==> src/design/lfr_pkg.sv <==
// package for the legacy flags application register
package lfr_pkg;
  localparam int LFR_W = 64;
  localparam int CARRY_BIT = 0;
  localparam int ONE_BIT = 1;
  localparam int PARITY_BIT = 2;
  localparam int ZERO3_BIT = 3;
  localparam int AUX_BIT = 4;
  localparam int ZERO5_BIT = 5;
  localparam int ZERO_FLAG_BIT = 6;
  localparam int SIGN_BIT = 7;
  localparam int TRAP_BIT = 8;
  localparam int INT_EN_BIT = 9;
  localparam int DIR_BIT = 10;
  localparam int OVF_BIT = 11;
  localparam int IOPL_LO = 12;
  localparam int NESTED_BIT = 14;
  localparam int ZERO15_BIT = 15;
  localparam int RESUME_BIT = 16;
  localparam int V86_BIT = 17;
  localparam int ALIGN_BIT = 18;
  localparam int VINT_BIT = 19;
  localparam int VPEND_BIT = 20;
  localparam int PROBE_BIT = 21;
  localparam int RSVD_LO = 22;
  // arithmetic flag group update mask
  localparam logic [63:0] ARITH_MASK = 64'h0000_0000_0000_0CD5;
  // bits whose legacy read value is fixed or reserved
  localparam logic [63:0] FIXED_MASK = 64'hFFFF_FFFF_FFC0_802A;
  localparam logic [63:0] RSVD_MASK = 64'hFFFF_FFFF_FFC0_0000;
  localparam logic [63:0] ONES_VAL = 64'h0000_0000_0000_0002;
  localparam logic [63:0] RESET_VAL = 64'h0000_0000_0000_0002;
  // arithmetic flag results from the legacy execution unit
  typedef struct packed {
    logic overflow_flag;
    logic direction_flag;
    logic sign_flag;
    logic zero_flag;
    logic auxiliary_carry_flag;
    logic parity_flag;
    logic carry_flag;
  } lfr_arith_t;
  // register access request
  typedef struct packed {
    logic wr;
    logic rd;
    logic native;
    logic [63:0] data;
  } lfr_req_t;
  // steering outputs to legacy logic
  typedef struct packed {
    logic direction_flag;
    logic carry_flag;
    logic zero_flag;
    logic sign_flag;
    logic overflow_flag;
    logic parity_flag;
    logic [1:0] io_privilege;
    logic trap_flag;
    logic int_enable;
  } lfr_steer_t;
endpackage

==> src/design/lfr_legacy_flags.sv <==
// legacy flags application register with fixed and reserved bit handling
`timescale 1ns/10ps
module lfr_legacy_flags
  import lfr_pkg::*;
#(
  // 1: native writes to fixed bits are stored; 0: ignored
  parameter bit NATIVE_STORE_FIXED = 1'h0,
  // 1: native reserved writes stored; 0: fault on non-zero
  parameter bit NATIVE_STORE_RSVD = 1'h0
)(
  // clock and reset
  input wire logic core_clk,
  input wire logic rstn,
  // instruction access
  input wire lfr_req_t req,
  output logic [63:0] rd_data_ff,
  output logic rd_valid_ff,
  output logic legacy_exception_fault_ff,
  output logic reserved_field_fault_ff,
  // legacy execution results
  input wire logic arith_upd,
  input wire lfr_arith_t arith_in,
  input wire logic legacy_mode,
  output lfr_steer_t steer_ff
);
  // flag storage, kept across instruction set transitions
  logic [63:0] flags_ff;
  logic [63:0] nxt_flags;
  // read response
  logic [63:0] nxt_rd_data;
  logic nxt_rd_valid;
  // fault pulses
  logic nxt_gp;
  logic nxt_rsv;
  // legacy steering
  lfr_steer_t nxt_steer;
  // write decode
  logic wr_bad;
  logic leg_store;
  logic nat_store;

  // arithmetic results placed at their register positions
  function automatic logic [63:0] pack_arith(input lfr_arith_t a);
    logic [63:0] v;
    v = 64'h0;
    v[CARRY_BIT] = a.carry_flag;
    v[PARITY_BIT] = a.parity_flag;
    v[AUX_BIT] = a.auxiliary_carry_flag;
    v[ZERO_FLAG_BIT] = a.zero_flag;
    v[SIGN_BIT] = a.sign_flag;
    v[DIR_BIT] = a.direction_flag;
    v[OVF_BIT] = a.overflow_flag;
    return v;
  endfunction

  // any set bit in the reserved field
  function automatic logic rsvd_hit(input logic [63:0] d);
    return (d & RSVD_MASK) != 64'h0;
  endfunction

  // fixed bits below the reserved field
  function automatic logic [63:0] low_fixed();
    return FIXED_MASK & ~RSVD_MASK;
  endfunction

  // keep the bits selected by keep, take the rest from d
  function automatic logic [63:0] merge(
    input logic [63:0] old_v,
    input logic [63:0] d,
    input logic [63:0] keep
  );
    // one expression serves writes and arithmetic updates alike
    return (old_v & keep) | (d & ~keep);
  endfunction

  // value that an access of either instruction set reads back
  function automatic logic [63:0] read_view(
    input logic [63:0] f,
    input logic nat
  );
    logic [63:0] v;
    v = f;
    // legacy reads always mask; native reads mask by option
    if (!nat)
      v = (f & ~FIXED_MASK) | ONES_VAL;
    else
    begin
      if (!NATIVE_STORE_FIXED)
        v = (v & ~low_fixed()) | ONES_VAL;
      if (!NATIVE_STORE_RSVD)
        v = v & ~RSVD_MASK;
    end
    return v;
  endfunction

  // flags handed to legacy logic; all clear outside legacy execution
  function automatic lfr_steer_t steer_view(
    input logic [63:0] f,
    input logic on
  );
    lfr_steer_t s;
    s = '0;
    if (on)
    begin
      s.direction_flag = f[DIR_BIT];
      s.carry_flag = f[CARRY_BIT];
      s.zero_flag = f[ZERO_FLAG_BIT];
      s.sign_flag = f[SIGN_BIT];
      s.overflow_flag = f[OVF_BIT];
      s.parity_flag = f[PARITY_BIT];
      s.io_privilege = f[IOPL_LO+:2];
      s.trap_flag = f[TRAP_BIT];
      s.int_enable = f[INT_EN_BIT];
    end
    return s;
  endfunction

  // a rejected write changes nothing but raises a fault
  assign wr_bad = req.wr && rsvd_hit(req.data);
  assign leg_store = req.wr && !req.native && !wr_bad;
  assign nat_store = req.wr && req.native
    && (NATIVE_STORE_RSVD || !wr_bad);

  // flag group: a write takes precedence over an arithmetic update
  always_comb
  begin
    nxt_flags = flags_ff;
    if (leg_store)
      nxt_flags = merge(flags_ff, req.data, FIXED_MASK);
    else if (nat_store && NATIVE_STORE_FIXED)
      nxt_flags = req.data;
    else if (nat_store)
      nxt_flags = merge(flags_ff, req.data,
        low_fixed());
    else if (!req.wr && arith_upd && legacy_mode)
      nxt_flags = merge(flags_ff, pack_arith(arith_in),
        ~ARITH_MASK);
  end

  // reset value has the always-one bit set
  always_ff @(posedge core_clk)
  begin
    if (!rstn)
      flags_ff <= RESET_VAL;
    else
      flags_ff <= nxt_flags;
  end

  // read data group: holds until the next read
  always_comb
  begin
    nxt_rd_data = rd_data_ff;
    if (req.rd)
      nxt_rd_data = read_view(flags_ff, req.native);
  end

  always_ff @(posedge core_clk)
  begin
    if (!rstn)
      rd_data_ff <= 64'h0;
    else
      rd_data_ff <= nxt_rd_data;
  end

  // read valid group: one pulse per read
  always_comb
  begin
    nxt_rd_valid = req.rd;
  end

  always_ff @(posedge core_clk)
  begin
    if (!rstn)
      rd_valid_ff <= 1'h0;
    else
      rd_valid_ff <= nxt_rd_valid;
  end

  // legacy fault group: one-cycle pulse
  always_comb
  begin
    nxt_gp = 1'h0;
    if (wr_bad && !req.native)
      nxt_gp = 1'h1;
  end

  always_ff @(posedge core_clk)
  begin
    if (!rstn)
      legacy_exception_fault_ff <= 1'h0;
    else
      legacy_exception_fault_ff <= nxt_gp;
  end

  // native reserved fault group: only when storing is not chosen
  always_comb
  begin
    nxt_rsv = 1'h0;
    if (wr_bad && req.native && !NATIVE_STORE_RSVD)
      nxt_rsv = 1'h1;
  end

  always_ff @(posedge core_clk)
  begin
    if (!rstn)
      reserved_field_fault_ff <= 1'h0;
    else
      reserved_field_fault_ff <= nxt_rsv;
  end

  // steer group: follows the value the flags take this edge
  always_comb
  begin
    nxt_steer = steer_view(nxt_flags, legacy_mode);
  end

  always_ff @(posedge core_clk)
  begin
    if (!rstn)
      steer_ff <= '0;
    else
      steer_ff <= nxt_steer;
  end
endmodule

==> config.mk <==
export PLATFORM = sky130hd
export DESIGN_NAME = lfr_legacy_flags
export DESIGN_NICKNAME = d
export VERILOG_FILES = /design/src/design/lfr_pkg.sv /design/src/design/lfr_legacy_flags.sv
export SDC_FILE = /design/constraint.sdc
export NUM_CORES = 1
export LEC_CHECK = 0
export BUFFER_PORTS_ARGS = -buffer_cell sky130_fd_sc_hd__buf_2
export CAP_MARGIN = 15
export CORE_AREA = 2 2 67 95
export DETAILED_ROUTE_END_ITERATION = 12
export DIE_AREA = 0 0 69 97
export HOLD_SLACK_MARGIN = 0.03
export PLACE_DENSITY = 0.89
export SLEW_MARGIN = 20
export SYNTH_ARGS = -nofsm -noshare
export SYNTH_HDL_FRONTEND = slang
export SYNTH_SLANG_ARGS = --single-unit
==> constraint.sdc <==
create_clock -name core_clk -period 2.2 [get_ports core_clk]
set_input_delay 0.44 -clock core_clk [delete_from_list [all_inputs] [get_ports core_clk]]
set_output_delay 0.44 -clock core_clk [all_outputs]
set_load 0.02 [all_outputs]
Yosys cells after proc, flatten, opt, wreduce, memory -nomap -nowiden:

Cells that the tools add are included.

* output and inout bits: 77
* bits of input ports: 78
* word-level logic and storage cells: 38
* latch bits: 0
* bits in registers: 96
* memory bits (read-only): 0
* memories: 0
* RAM bits: 0

* add/sub/neg operators: 0
* muxes and demuxes: 5
* magnitude comparators: 0
* equal/unequal tests: 0
* reduce and logical (&&, ||, !) cells: 15
* multiply operators: 0
* bitwise logic cells: 3
* div/mod/pow operators: 0
* shift-type cells: 0

Operators by type and width (number)
* $mux 64: 3
* $or 16x64->64: 1
* $or 64x12->64: 1
* $or 64x22->64: 1
* $reduce_bool 64->1: 1
* $logic_and 1x1->1: 9
* $logic_not 1->1: 3
* $reduce_bool 3->1: 1
* $mux 1: 2
* $reduce_and 2->1: 1

Longest topological paths before layout:

Gate-level depths: netlist of run 1.

* depth after elaboration: 6
* depth in mapped cells: 6
* depth with buffers taken out: 4

Least setup slack after synthesis of run 1:

OpenSTA, ideal clock, no wires.

* path kind: in2reg
* from: input req[30] (netlist name)
* to: register flags_ff[10]
* stages: 6
* data required time: 2128 ps
* arrival: 1620 ps
* buffers on the path: 2
* path slack: 509 ps
* library setup time: 72 ps
* path through: nor4_1 > nand4_1 > nor4_2 > buf_6 > buf_12 > mux2i_1

* longest elaborated chain between the ends: 6

Ends and longest elaborated chain
* start, declared: line lfr_legacy_flags.sv:15 `input wire lfr_req_t req,`
* $reduce_bool 64->1 (*): line lfr_legacy_flags.sv:58 `return (d & RSVD_MASK) != 64'h0;`
* $logic_and 1x1->1 (*): line lfr_legacy_flags.sv:119 `assign wr_bad = req.wr && rsvd_hit(req.data);`
* $logic_not 1->1 (*): line lfr_legacy_flags.sv:120, lfr_legacy_flags.sv:122
* $logic_and 1x1->1: line lfr_legacy_flags.sv:122 `&& (NATIVE_STORE_RSVD || !wr_bad);`
* $mux 64: line lfr_legacy_flags.sv:132 `else if (nat_store)`
* $mux 64 (*): line lfr_legacy_flags.sv:128 `if (leg_store)`
* end signal, assigned: line lfr_legacy_flags.sv:146 `flags_ff <= nxt_flags;`
* end, declared: line lfr_legacy_flags.sv:27 `logic [63:0] flags_ff;`

Every way passes the cells marked *; elsewhere a longest branch is shown, timed or not.
A chain may end at the register's enable or synchronous reset.

Worst setup path after layout of run 1:

* from: input req[22] (netlist name)
* to: register flags_ff[21]

* longest elaborated chain between the ends: 6

Ends and longest elaborated chain (line)
* $reduce_bool 64->1 (*): lfr_legacy_flags.sv:58
* $logic_and 1x1->1 (*): lfr_legacy_flags.sv:119
* $logic_not 1->1 (*): lfr_legacy_flags.sv:120, lfr_legacy_flags.sv:122
* $logic_and 1x1->1: lfr_legacy_flags.sv:122
* $mux 64: lfr_legacy_flags.sv:132
* $mux 64: lfr_legacy_flags.sv:128

Marks and branches as above.

==> results.tsv, run 1 <==
stage	metric	value	unit
outcome	status	completed	
power_and_ir_drop	Net Sw Power	468	uW
worst_setup_path	Max stage delay on crit path	0.34	ns
drt	WL/cell	12.3	um
power_and_ir_drop	Final Power	1.96	mW
logic_synthesis	post-synthesis cell area	2460	um^2
logic_synthesis	sequential share of the synthesized area	0.407	
drt	WL final	5330	um
grt	total track usage	0.149	
run	maxcap violations	0	
power_and_ir_drop	Leakage Power	1.42	nW
cts	root buffer cell	clkbuf_8	
cts	Clock Pin Slew Worst Setup and Hold Paths	0.09	ns
logic_synthesis	Synth area leaders	dfxtp_1 (41%), mux2i_1 (19%), buf_4 (14%)	
grt	initial antenna violation count	0	
power_and_ir_drop	PwrDens	656	nW/um^2
cts	clock buffer count from CTS	5	
power_and_ir_drop	Gate power share	0.129	
sta	Worst slew margin	0.516	
logic_synthesis	#FFs+latches synth	50	
floorplanning	Die ar.	6690	um^2
grt	GRT overflow	0	
sta	final-report hold violation count	0	
floorplanning	I/O pin cnt	155	
power_and_ir_drop	part of the power in registers	0.473	
drt	drt drc	0	
power_and_ir_drop	sw frac	0.238	
logic_synthesis	synth unique cells	22	
sta	minimum clock period	1.64	ns
cts	# Post-CTS Setup Buffers	0	
sta	clock skew	0.00415	ns
worst_setup_path	crit path kind	primary input to flop	
worst_setup_path	Reg2Reg Launch Point	flags_ff[10]	
hold_path	hold endpoint	legacy_exception_fault_ff	
sta	max frequency	608	MHz
sta	Final Max Tran Viols	0	
worst_setup_path	Crit Path Max Fanout	28	
power_and_ir_drop	Clock power frac	0.399	
cts	cts repair resizes	0	
place	pre-CTS WS	0.218	ns
cts	CTS H-tree depth	2	
sta	RSZ-0062 raised after global routing	false	
cts	TritonCTS clock tree	built	
place	port buffer count	105	
sta	Fin Setup TNS	0	ns
finish	Area Overhead vs Synth	21.5	%
drt	drt pass-1 iters	4	
finish	fraction of layout cells with a size suffix above 1	0.323	
floorplanning	core area	5780	um^2
logic_synthesis	Mean Syn Cell Area	9.40	um^2
sta	final setup margin	0.556	ns
drt	DR iter-0 viols	67	
sta	period utilization	0.747	
logic_synthesis	Ys Warns	0	
worst_setup_path	crit path DAT	1.87	ns
worst_setup_path	Worst Setup End Kind	flop	
floorplanning	Die Width	69	um
sta	setup violators final	0	
power_and_ir_drop	VDD IR max	0.000263	V
worst_setup_path	Register-to-Register Path Depth	3	
floorplanning	# rows	33	
drt	vias	1992	
grt	vias in the first global route	1823	
place	Post-DP HPWL	3960	um
cts	Hold Buf Count CTS	0	
grt	first-pass GRT wire length	8130	um
drt	DRT antenna net count	0	
hold_path	hold_sp	req[64]	
worst_setup_path	Critical Path RT	2.42	ns
logic_synthesis	Yosys top cell area share	0.407	
sta	Slew @ Worst Pin	0.725	ns
worst_setup_path	cells along the critical path	buf_2 -> nor4_1 -> nand4_1 -> nor4_4 -> buf_12 -> mux2i_1	
finish	# diodes	0	
floorplanning	starting density of the core	0.426	
finish	fin util	0.518	
hold_path	hold crit path type	primary input to flop	
hold_path	hold path cells	2	
worst_setup_path	worst r2r dst	steer_ff[9]	
drt	Via density	4.61	
grt	largest net degree at the start of global routing	58	
cts	CTS Sinks	50	
power_and_ir_drop	internal power	1.50	mW
worst_setup_path	CP Launch Type	primary input	
place	gpl congestion	0.797	
cts	Longest Clk Path Bufs	2	
logic_synthesis	largest area contributor in the netlist	dfxtp_1	
worst_setup_path	reg2reg setup slack	1.40	ns
floorplanning	die height	97	um
cts	worst-skew pair later-pin latency	0.30	ns
logic_synthesis	Synth Instances	262	
worst_setup_path	Crit-path slowest cell	nor4_4	
finish	nets	439	
## synth_stat cells, drive strengths merged
master and n:
buf 52, dfxtp 50, mux2i 46, nand2 43
nor2b 18, o211ai 13, nor4 11, clkbuf 8
nand2b 7, nor2 3, and2 2, inv 2
nand4 2, conb 1, nand3 1, nand3b 1
o21a 1, o311ai 1
## cell usage in the layout (no fill, tap or decap)
cell type / count
and2_1: 2
buf_12: 1
buf_2: 105
buf_4: 2
bufinv_16: 2
clkbuf_8: 6
conb_1: 45
dfxtp_1: 50
inv_1: 2
mux2i_1: 46
nand2_1: 43
nand2b_1: 7
nand3_1: 1
nand3b_1: 1
nand4_1: 2
nor2_1: 3
nor2b_1: 18
nor4_1: 10
nor4_4: 1
o211ai_1: 13
o21a_1: 1
o311ai_0: 1
## power by group through the flow
stage	Sequential (mW)	Clock [mW]	Combinational, mW
floorplan	0.961	0	0.206
global placement	0.949	0	0.246
detailed placement	0.950	0	0.252
CTS	0.928	0.805	0.252
global route	0.930	0.845	0.274
finish	0.928	0.783	0.252
## critical path, delay by kind of cell
kind                   cells  cell delay, ns
buffers and inverters      2            0.36
and+or+nand+nor            3            0.83
muxes                      1            0.22
## per-stage QoR
step           hold slack, ns  area, um^2  std cells
2_1_floorplan           0.434        2630        306
3_3_place_gp            0.433        2850        424
3_5_place_dp            0.455        2850        424
4_1_cts                 0.290        2990        432
5_1_grt                 0.287        2990        432
6_report                0.303        2990        432
## flip-flops by register name, indices dropped and copies added (netlist names)
signal                     flops
flags_ff                      18
legacy_exception_fault_ff      1
rd_data_ff                    19
rd_valid_ff                    1
reserved_field_fault_ff        1
steer_ff                      10
## worst max path at each step
stage	from	to	slack, ns	cells after the start
2_1_floorplan	req[30]	flags_ff[10]	0.51	6
3_3_place_gp	req[30]	flags_ff[2]	0.31	6
3_5_place_dp	req[22]	flags_ff[21]	0.22	6
4_1_cts	req[22]	flags_ff[21]	0.53	6
5_1_grt	req[56]	flags_ff[21]	0.48	6
6_report	req[22]	flags_ff[21]	0.56	6
## cell families (layout without fill, tap and decap cells)
group | count (synthesis) | count (layout) | synth area share
simple gates | 88 | 88 | 0.179
other cells | 1 | 45 | 0.00152
compound gates | 15 | 15 | 0.0462
flops | 50 | 50 | 0.407
mux | 46 | 46 | 0.187
buf+inv | 62 | 118 | 0.179
## routing by layer
layer	GRT usage	vias to the layer above	share of wire
li1	-	986	-
met5	0	-	0
met2	0.290	92	0.54
met3	0.0344	7	0.073
met1	0.149	907	0.38
met4	0.0543	0	0.013
## area by class of cell
type,instances,area [um^2]
multi-input cells,194,1190
inverters,2,7.51
fillers,549,2790
flip-flops and latches,50,1000
repair buffers,108,561
clock buffers,6,82.6
clock inverters,2,60.1
well taps,70,87.6
Power figures use the tool's default switching activity.
==> run 2, diff against run 1 <==
--- a/config.mk
+++ b/config.mk
@@ -5,13 +5,14 @@
 export SDC_FILE = /design/constraint.sdc
 export NUM_CORES = 1
 export LEC_CHECK = 0
+export ABC_AREA = 1
 export BUFFER_PORTS_ARGS = -buffer_cell sky130_fd_sc_hd__buf_2
 export CAP_MARGIN = 15
-export CORE_AREA = 2 2 67 95
+export CORE_AREA = 2 2 70 98
 export DETAILED_ROUTE_END_ITERATION = 12
-export DIE_AREA = 0 0 69 97
+export DIE_AREA = 0 0 72 100
 export HOLD_SLACK_MARGIN = 0.03
-export PLACE_DENSITY = 0.89
+export PLACE_DENSITY = 0.85
 export SLEW_MARGIN = 20
 export SYNTH_ARGS = -nofsm -noshare
 export SYNTH_HDL_FRONTEND = slang
==> constraint.sdc (replaced) <==
create_clock -name core_clk -period 1.3 [get_ports core_clk]
set_input_delay 0.26 -clock core_clk [delete_from_list [all_inputs] [get_ports core_clk]]
set_output_delay 0.26 -clock core_clk [all_outputs]
set_load 0.02 [all_outputs]
==> results.tsv, run 2 <==
stage	metric	value	unit	change
logic_synthesis	Synth Instances	316		was 262
finish	fin util	0.459		was 0.518
logic_synthesis	sequential share of the synthesized area	0.427		was 0.407
power_and_ir_drop	VDD IR max	0.000705	V	was 0.000263 V
cts	root buffer cell	clkbuf_8		unchanged
cts	# Post-CTS Setup Buffers	0		unchanged
drt	DRT antenna net count	0		unchanged
logic_synthesis	synth unique cells	22		unchanged
finish	commonest cells after routing, fill and taps aside	buf_2 (105), nor2_1 (74), dfxtp_1 (50)		was buf_2 (105), dfxtp_1 (50), mux2i_1 (46)
logic_synthesis	Post-synth EDFFs	0		unchanged
hold_path	hold crit path type	primary input to flop		unchanged
finish	nets	506		was 439
finish	Largest register FFs	19		unchanged
floorplanning	Die ar.	7200	um^2	was 6690 um^2
power_and_ir_drop	PwrDens	1090	nW/um^2	was 656 nW/um^2
floorplanning	core area	6440	um^2	was 5780 um^2
sta	clock skew	0.00483	ns	was 0.00415 ns
sta	minimum clock period	1.15	ns	
sta	final-report hold violation count	0		unchanged
drt	vias	2142		was 1992
place	Post-DP HPWL	4390	um	was 3960 um
logic_synthesis	Synth area leaders	dfxtp_1 (43%), buf_4 (14%), nor2_1 (12%)		was dfxtp_1 (41%), mux2i_1 (19%), buf_4 (14%)
floorplanning	die height	100	um	was 97 um
finish	commonest non-fill, non-tap cell in the layout	buf_2		unchanged
grt	initial antenna violation count	0		unchanged
power_and_ir_drop	Leakage Power	1.63	nW	was 1.42 nW
drt	Via density	4.26		was 4.61
cts	CTS H-tree depth	2		unchanged
worst_setup_path	Critical Path RT	1.49	ns	was 2.42 ns
floorplanning	starting density of the core	0.364		was 0.426
logic_synthesis	Yosys top cell area share	0.427		was 0.407
cts	Hold Buf Count CTS	0		unchanged
sta	Fin Setup TNS	0	ns	unchanged
logic_synthesis	Ys Warns	0		unchanged
worst_setup_path	Crit Path Max Fanout	20		was 28
cts	Clock Pin Slew Worst Setup and Hold Paths	0.10	ns	was 0.09 ns
logic_synthesis	#FFs+latches synth	50		unchanged
finish	Fill cells	649		was 549
cts	clock buffer count from CTS	5		unchanged
cts	worst-skew pair later-pin latency	0.30	ns	about the same
grt	largest net degree at the start of global routing	21		was 58
logic_synthesis	Synth async-reset ratio	0		unchanged
power_and_ir_drop	Final Power	3.21	mW	was 1.96 mW
floorplanning	Die Width	72	um	was 69 um
floorplanning	I/O pin cnt	155		unchanged
cts	TritonCTS clock tree	built		unchanged
drt	WL final	5330	um	about the same
grt	GRT overflow	0		unchanged
logic_synthesis	Primary FF master, synth	dfxtp_1		unchanged
floorplanning	# rows	35		was 33
worst_setup_path	CP Launch Type	primary input		unchanged
place	gpl congestion	0.747		was 0.797
finish	fraction of layout cells with a size suffix above 1	0.329		was 0.323
place	port buffer count	105		unchanged
worst_setup_path	Worst Setup End Kind	flop		unchanged
sta	Final Hold Slack	0.118	ns	was 0.303 ns
logic_synthesis	top-count cell post-synth	nor2_1		was dfxtp_1
grt	total track usage	0.144		was 0.149
worst_setup_path	crit path DAT	1.34	ns	was 1.87 ns
outcome	status	completed		unchanged
finish	Biggest register	rd_data_ff		unchanged
worst_setup_path	crit path kind	primary input to flop		unchanged
sta	Final Max Tran Viols	0		unchanged
cts	cts repair resizes	0		unchanged
finish	largest registers	rd_data_ff: 19 flops, flags_ff: 18 flops, steer_ff: 10 flops		unchanged
finish	Area Overhead vs Synth	25.9	%	was 21.5%
logic_synthesis	post-synthesis cell area	2340	um^2	was 2460 um^2
drt	DR iter-0 viols	67		unchanged
drt	drt drc	0		unchanged
sta	period utilization	0.885		
finish	# diodes	0		unchanged
sta	RSZ-0062 raised after global routing	false		unchanged
logic_synthesis	Synth top cells by count	nor2_1 (74), dfxtp_1 (50), buf_4 (45), nand2_1 (40), inv_1 (34)		was dfxtp_1 (50), mux2i_1 (46), buf_4 (45), nand2_1 (43), nor2b_1 (18)
grt	vias in the first global route	1921		was 1823
logic_synthesis	Mean Syn Cell Area	7.42	um^2	was 9.40 um^2
logic_synthesis	largest area contributor in the netlist	dfxtp_1		unchanged
drt	drt pass-1 iters	4		unchanged
sta	setup violators final	0		unchanged
grt	first-pass GRT wire length	8230	um	was 8130 um
cts	CTS Sinks	50		unchanged
drt	WL/cell	10.6	um	was 12.3 um
cts	Longest Clk Path Bufs	2		unchanged
run	maxcap violations	0		unchanged
sta	max frequency	870	MHz	
==> run 2: area by class of cell <==
type	count	area, um^2	area share
Clock buffer	5	68.8	0.0233
Tap cell	74	92.6	0.0314
Multi-Input combinational cell	221	980	0.332
Sequential cell	50	1000	0.339
Clock inverter	3	48.8	0.0165
Inverter	34	128	0.0432
Timing Repair Buffer	116	633	0.214
==> run 2: worst paths after layout <==
check / from / to / slack (ns) / cells after the start
worst min register to register: flags_ff[18] / rd_data_ff[18] / 0.46 / 2
worst min-delay path: req[64] / legacy_exception_fault_ff / 0.12 / 2
worst max-delay path: req[23] / steer_ff[2] / 0.15 / 9
worst max register to register: flags_ff[6] / steer_ff[7] / 0.48 / 6
==> run 2: logic make-up after synthesis <==
kind of cell / share of synthesized area
compound gates: 0.101
other cells: 0.00160
mux: 0.00427
flops: 0.427
simple gates: 0.241
buf+inv: 0.225
==> run 2: per-stage QoR <==
stage | cell area, um^2 | std cells | setup slack, ns
floorplan | 2510 | 360 | -0.0430
global placement | 2830 | 495 | -0.167
detailed placement | 2830 | 495 | -0.201
CTS | 2950 | 503 | 0.137
global route | 2950 | 503 | 0.0371
finish | 2950 | 503 | 0.150
==> run 2: power breakdown <==
group	total, mW	internal (mW)	leakage [nW]	switching (mW)
Sequential	1.60	1.58	0.408	0.0198
Combinational	0.481	0.165	1.17	0.317
Clock	1.13	0.587	0.0563	0.548
Total	3.21	2.33	1.63	0.885
==> run 2: layer usage <==
| metal | track usage | wire [um] | vias up |
|---|---|---|---|
| li1 | - | - | 1099 |
| met1 | 0.148 | 2050 | 934 |
| met2 | 0.280 | 2730 | 101 |
| met3 | 0.0331 | 448 | 8 |
| met4 | 0.0464 | 96 | 0 |
| met5 | 0 | 0 | - |
==> run 2: worst max-delay path: stages <==
cell and delay, ns:
buf_2 0.09, or2_1 0.21, nor2_1 0.10, nand2_1 0.09, nor2_4 0.12, nand3_4 0.10
buf_12 0.18, o21ai_2 0.13, nor2_1 0.06
==> run 3, diff against run 2 <==
--- a/config.mk
+++ b/config.mk
@@ -9,10 +9,11 @@
 export BUFFER_PORTS_ARGS = -buffer_cell sky130_fd_sc_hd__buf_2
 export CAP_MARGIN = 15
 export CORE_AREA = 2 2 70 98
+export CTS_CLUSTER_SIZE = 16
 export DETAILED_ROUTE_END_ITERATION = 12
 export DIE_AREA = 0 0 72 100
 export HOLD_SLACK_MARGIN = 0.03
-export PLACE_DENSITY = 0.85
+export PLACE_DENSITY_LB_ADDON = 0.3
 export SLEW_MARGIN = 20
 export SYNTH_ARGS = -nofsm -noshare
 export SYNTH_HDL_FRONTEND = slang
==> results.tsv, run 3 (synthesis results as in run 2) <==
stage	metric	value	unit	change
power_and_ir_drop	VDD IR max	0.000581	V	was 0.000705 V
finish	Area Overhead vs Synth	25.0	%	was 25.9%
grt	largest net degree at the start of global routing	34		was 21
drt	WL final	5000	um	was 5330 um
drt	DR iter-0 viols	57		was 67
hold_path	hold crit path type	primary input to flop		unchanged
place	Post-DP HPWL	4000	um	was 4390 um
power_and_ir_drop	PwrDens	1040	nW/um^2	was 1090 nW/um^2
worst_setup_path	crit path from	req[23]		unchanged
grt	first-pass GRT wire length	7760	um	was 8230 um
finish	Largest register FFs	19		unchanged
grt	total track usage	0.138		was 0.144
worst_setup_path	most used cell, CP	nor2_1		unchanged
place	port buffer count	105		unchanged
sta	clock skew	0.00505	ns	was 0.00483 ns
sta	RSZ-0062 raised after global routing	false		unchanged
worst_setup_path	crit path kind	primary input to flop		unchanged
floorplanning	starting density of the core	0.364		unchanged
cts	root buffer cell	clkbuf_8		unchanged
floorplanning	# rows	35		unchanged
drt	WL/cell	9.97	um	was 10.6 um
power_and_ir_drop	Final Power	3.03	mW	was 3.21 mW
sta	period utilization	0.876		was 0.885
cts	worst-skew pair later-pin latency	0.30	ns	about the same
finish	fraction of layout cells with a size suffix above 1	0.326		was 0.329
drt	vias	2084		was 2142
worst_setup_path	cells along the critical path	buf_2 -> or2_1 -> nor2_1 -> nand2_1 -> nor2_4 -> nand3_4 -> buf_4 -> nand2_2 -> nand3_1 -> nor2_1		was buf_2 -> or2_1 -> nor2_1 -> nand2_1 -> nor2_4 -> nand3_4 -> buf_12 -> o21ai_2 -> nor2_1
finish	# diodes	0		unchanged
worst_setup_path	Crit Path Max Fanout	13		was 20
drt	Via density	4.16		was 4.26
sta	Final Max Tran Viols	0		unchanged
worst_setup_path	CP Launch Type	primary input		unchanged
worst_setup_path	Register-to-Register Path Depth	6		unchanged
worst_setup_path	Worst Setup End Kind	flop		unchanged
run	maxcap violations	0		unchanged
sta	max frequency	878	MHz	was 870 MHz
worst_setup_path	reg2reg setup slack	0.47	ns	was 0.48 ns
worst_setup_path	crit path DAT	1.38	ns	was 1.34 ns
drt	drt drc	0		unchanged
finish	Fill cells	664		was 649
sta	final-report hold violation count	0		unchanged
cts	TritonCTS clock tree	built		unchanged
cts	clock buffer count from CTS	5		unchanged
cts	Longest Clk Path Bufs	2		unchanged
floorplanning	Die ar.	7200	um^2	unchanged
worst_setup_path	crit path capture	steer_ff[8]		was steer_ff[2]
worst_setup_path	Max stage delay on crit path	0.21	ns	about the same
power_and_ir_drop	Leakage Power	1.62	nW	was 1.63 nW
finish	Biggest register	rd_data_ff		unchanged
floorplanning	Die Width	72	um	unchanged
floorplanning	die height	100	um	unchanged
cts	CTS H-tree depth	2		unchanged
worst_setup_path	Reg2Reg Launch Point	flags_ff[0]		was flags_ff[6]
finish	commonest non-fill, non-tap cell in the layout	buf_2		unchanged
floorplanning	I/O pin cnt	155		unchanged
sta	setup violators final	0		unchanged
floorplanning	core area	6440	um^2	unchanged
cts	# Post-CTS Setup Buffers	0		unchanged
cts	CTS Sinks	50		unchanged
outcome	status	completed		unchanged
drt	DRT antenna net count	0		unchanged
worst_setup_path	Critical Path RT	1.54	ns	was 1.49 ns
finish	fin util	0.455		was 0.459
grt	GRT overflow	0		unchanged
grt	vias in the first global route	1794		was 1921
finish	largest registers	rd_data_ff: 19 flops, flags_ff: 18 flops, steer_ff: 10 flops		unchanged
worst_setup_path	Crit-path slowest cell	or2_1		unchanged
worst_setup_path	worst r2r dst	steer_ff[8]		was steer_ff[7]
finish	commonest cells after routing, fill and taps aside	buf_2 (105), nor2_1 (74), dfxtp_1 (50)		unchanged
finish	nets	504		was 506
grt	initial antenna violation count	0		unchanged
cts	cts repair resizes	0		unchanged
cts	Clock Pin Slew Worst Setup and Hold Paths	0.09	ns	was 0.10 ns
place	gpl congestion	0.785		was 0.747
sta	minimum clock period	1.14	ns	was 1.15 ns
drt	drt pass-1 iters	4		unchanged
cts	Hold Buf Count CTS	0		unchanged
sta	Final Hold Slack	0.122	ns	was 0.118 ns
run 3: cell types whose count changed in the layout (fill, tap and decap cells not counted):
cell | before | now
buf_4 | 9 | 6
buf_12 | 2 | 3
bufinv_16 | 1 | 0
clkbuf_8 | 5 | 6
inv_6 | 0 | 1
inv_8 | 1 | 0
run 3: critical path, delay by kind of cell:
kind,cells,cell delay [ns]
buf+inv,2,0.29
simple gates,8,0.83
run 3: power by group:
part | internal, mW | switching [mW] | total, mW
Sequential | 1.58 | 0.0199 | 1.60
Combinational | 0.165 | 0.313 | 0.478
Clock | 0.439 | 0.520 | 0.959
Total | 2.18 | 0.853 | 3.03
run 3: how the worst min path moves through the flow:
stage / startpoint / end / cells after the start
2_1_floorplan: req[64] / legacy_exception_fault_ff / 1
3_3_place_gp: rd_data_ff[1] / rd_data_ff[1] / 2
3_5_place_dp: req[64] / legacy_exception_fault_ff / 2
4_1_cts: req[64] / legacy_exception_fault_ff / 2
5_1_grt: req[64] / legacy_exception_fault_ff / 2
6_report: req[64] / legacy_exception_fault_ff / 2
run 3: layout make-up:
type / instances / area (um^2) / area share
multi-input combinational: 221 / 980 / 0.334
clock buffer: 6 / 82.6 / 0.0282
sequential: 50 / 1000 / 0.342
inverter: 34 / 128 / 0.0436
clock inverter: 2 / 16.3 / 0.00555
timing repair buffer: 114 / 631 / 0.215
tap: 74 / 92.6 / 0.0316
run 3: through the flow:
step | std cells | setup TNS [ns] | instance area, um^2 | setup slack, ns
floorplan | 360 | -0.581 | 2510 | -0.0430
global placement | 493 | -4.54 | 2830 | -0.190
CTS | 501 | 0 | 2930 | 0.127
global route | 501 | 0 | 2930 | 0.00399
detailed placement | 493 | -4.59 | 2830 | -0.199
finish | 501 | 0 | 2930 | 0.161
run 3: metal layers:
metal,up-vias,GRT usage,part of all wire
met5,-,0,0
met4,0,0.0435,0.011
met3,4,0.0371,0.083
met2,93,0.260,0.51
met1,893,0.145,0.40
li1,1094,-,-
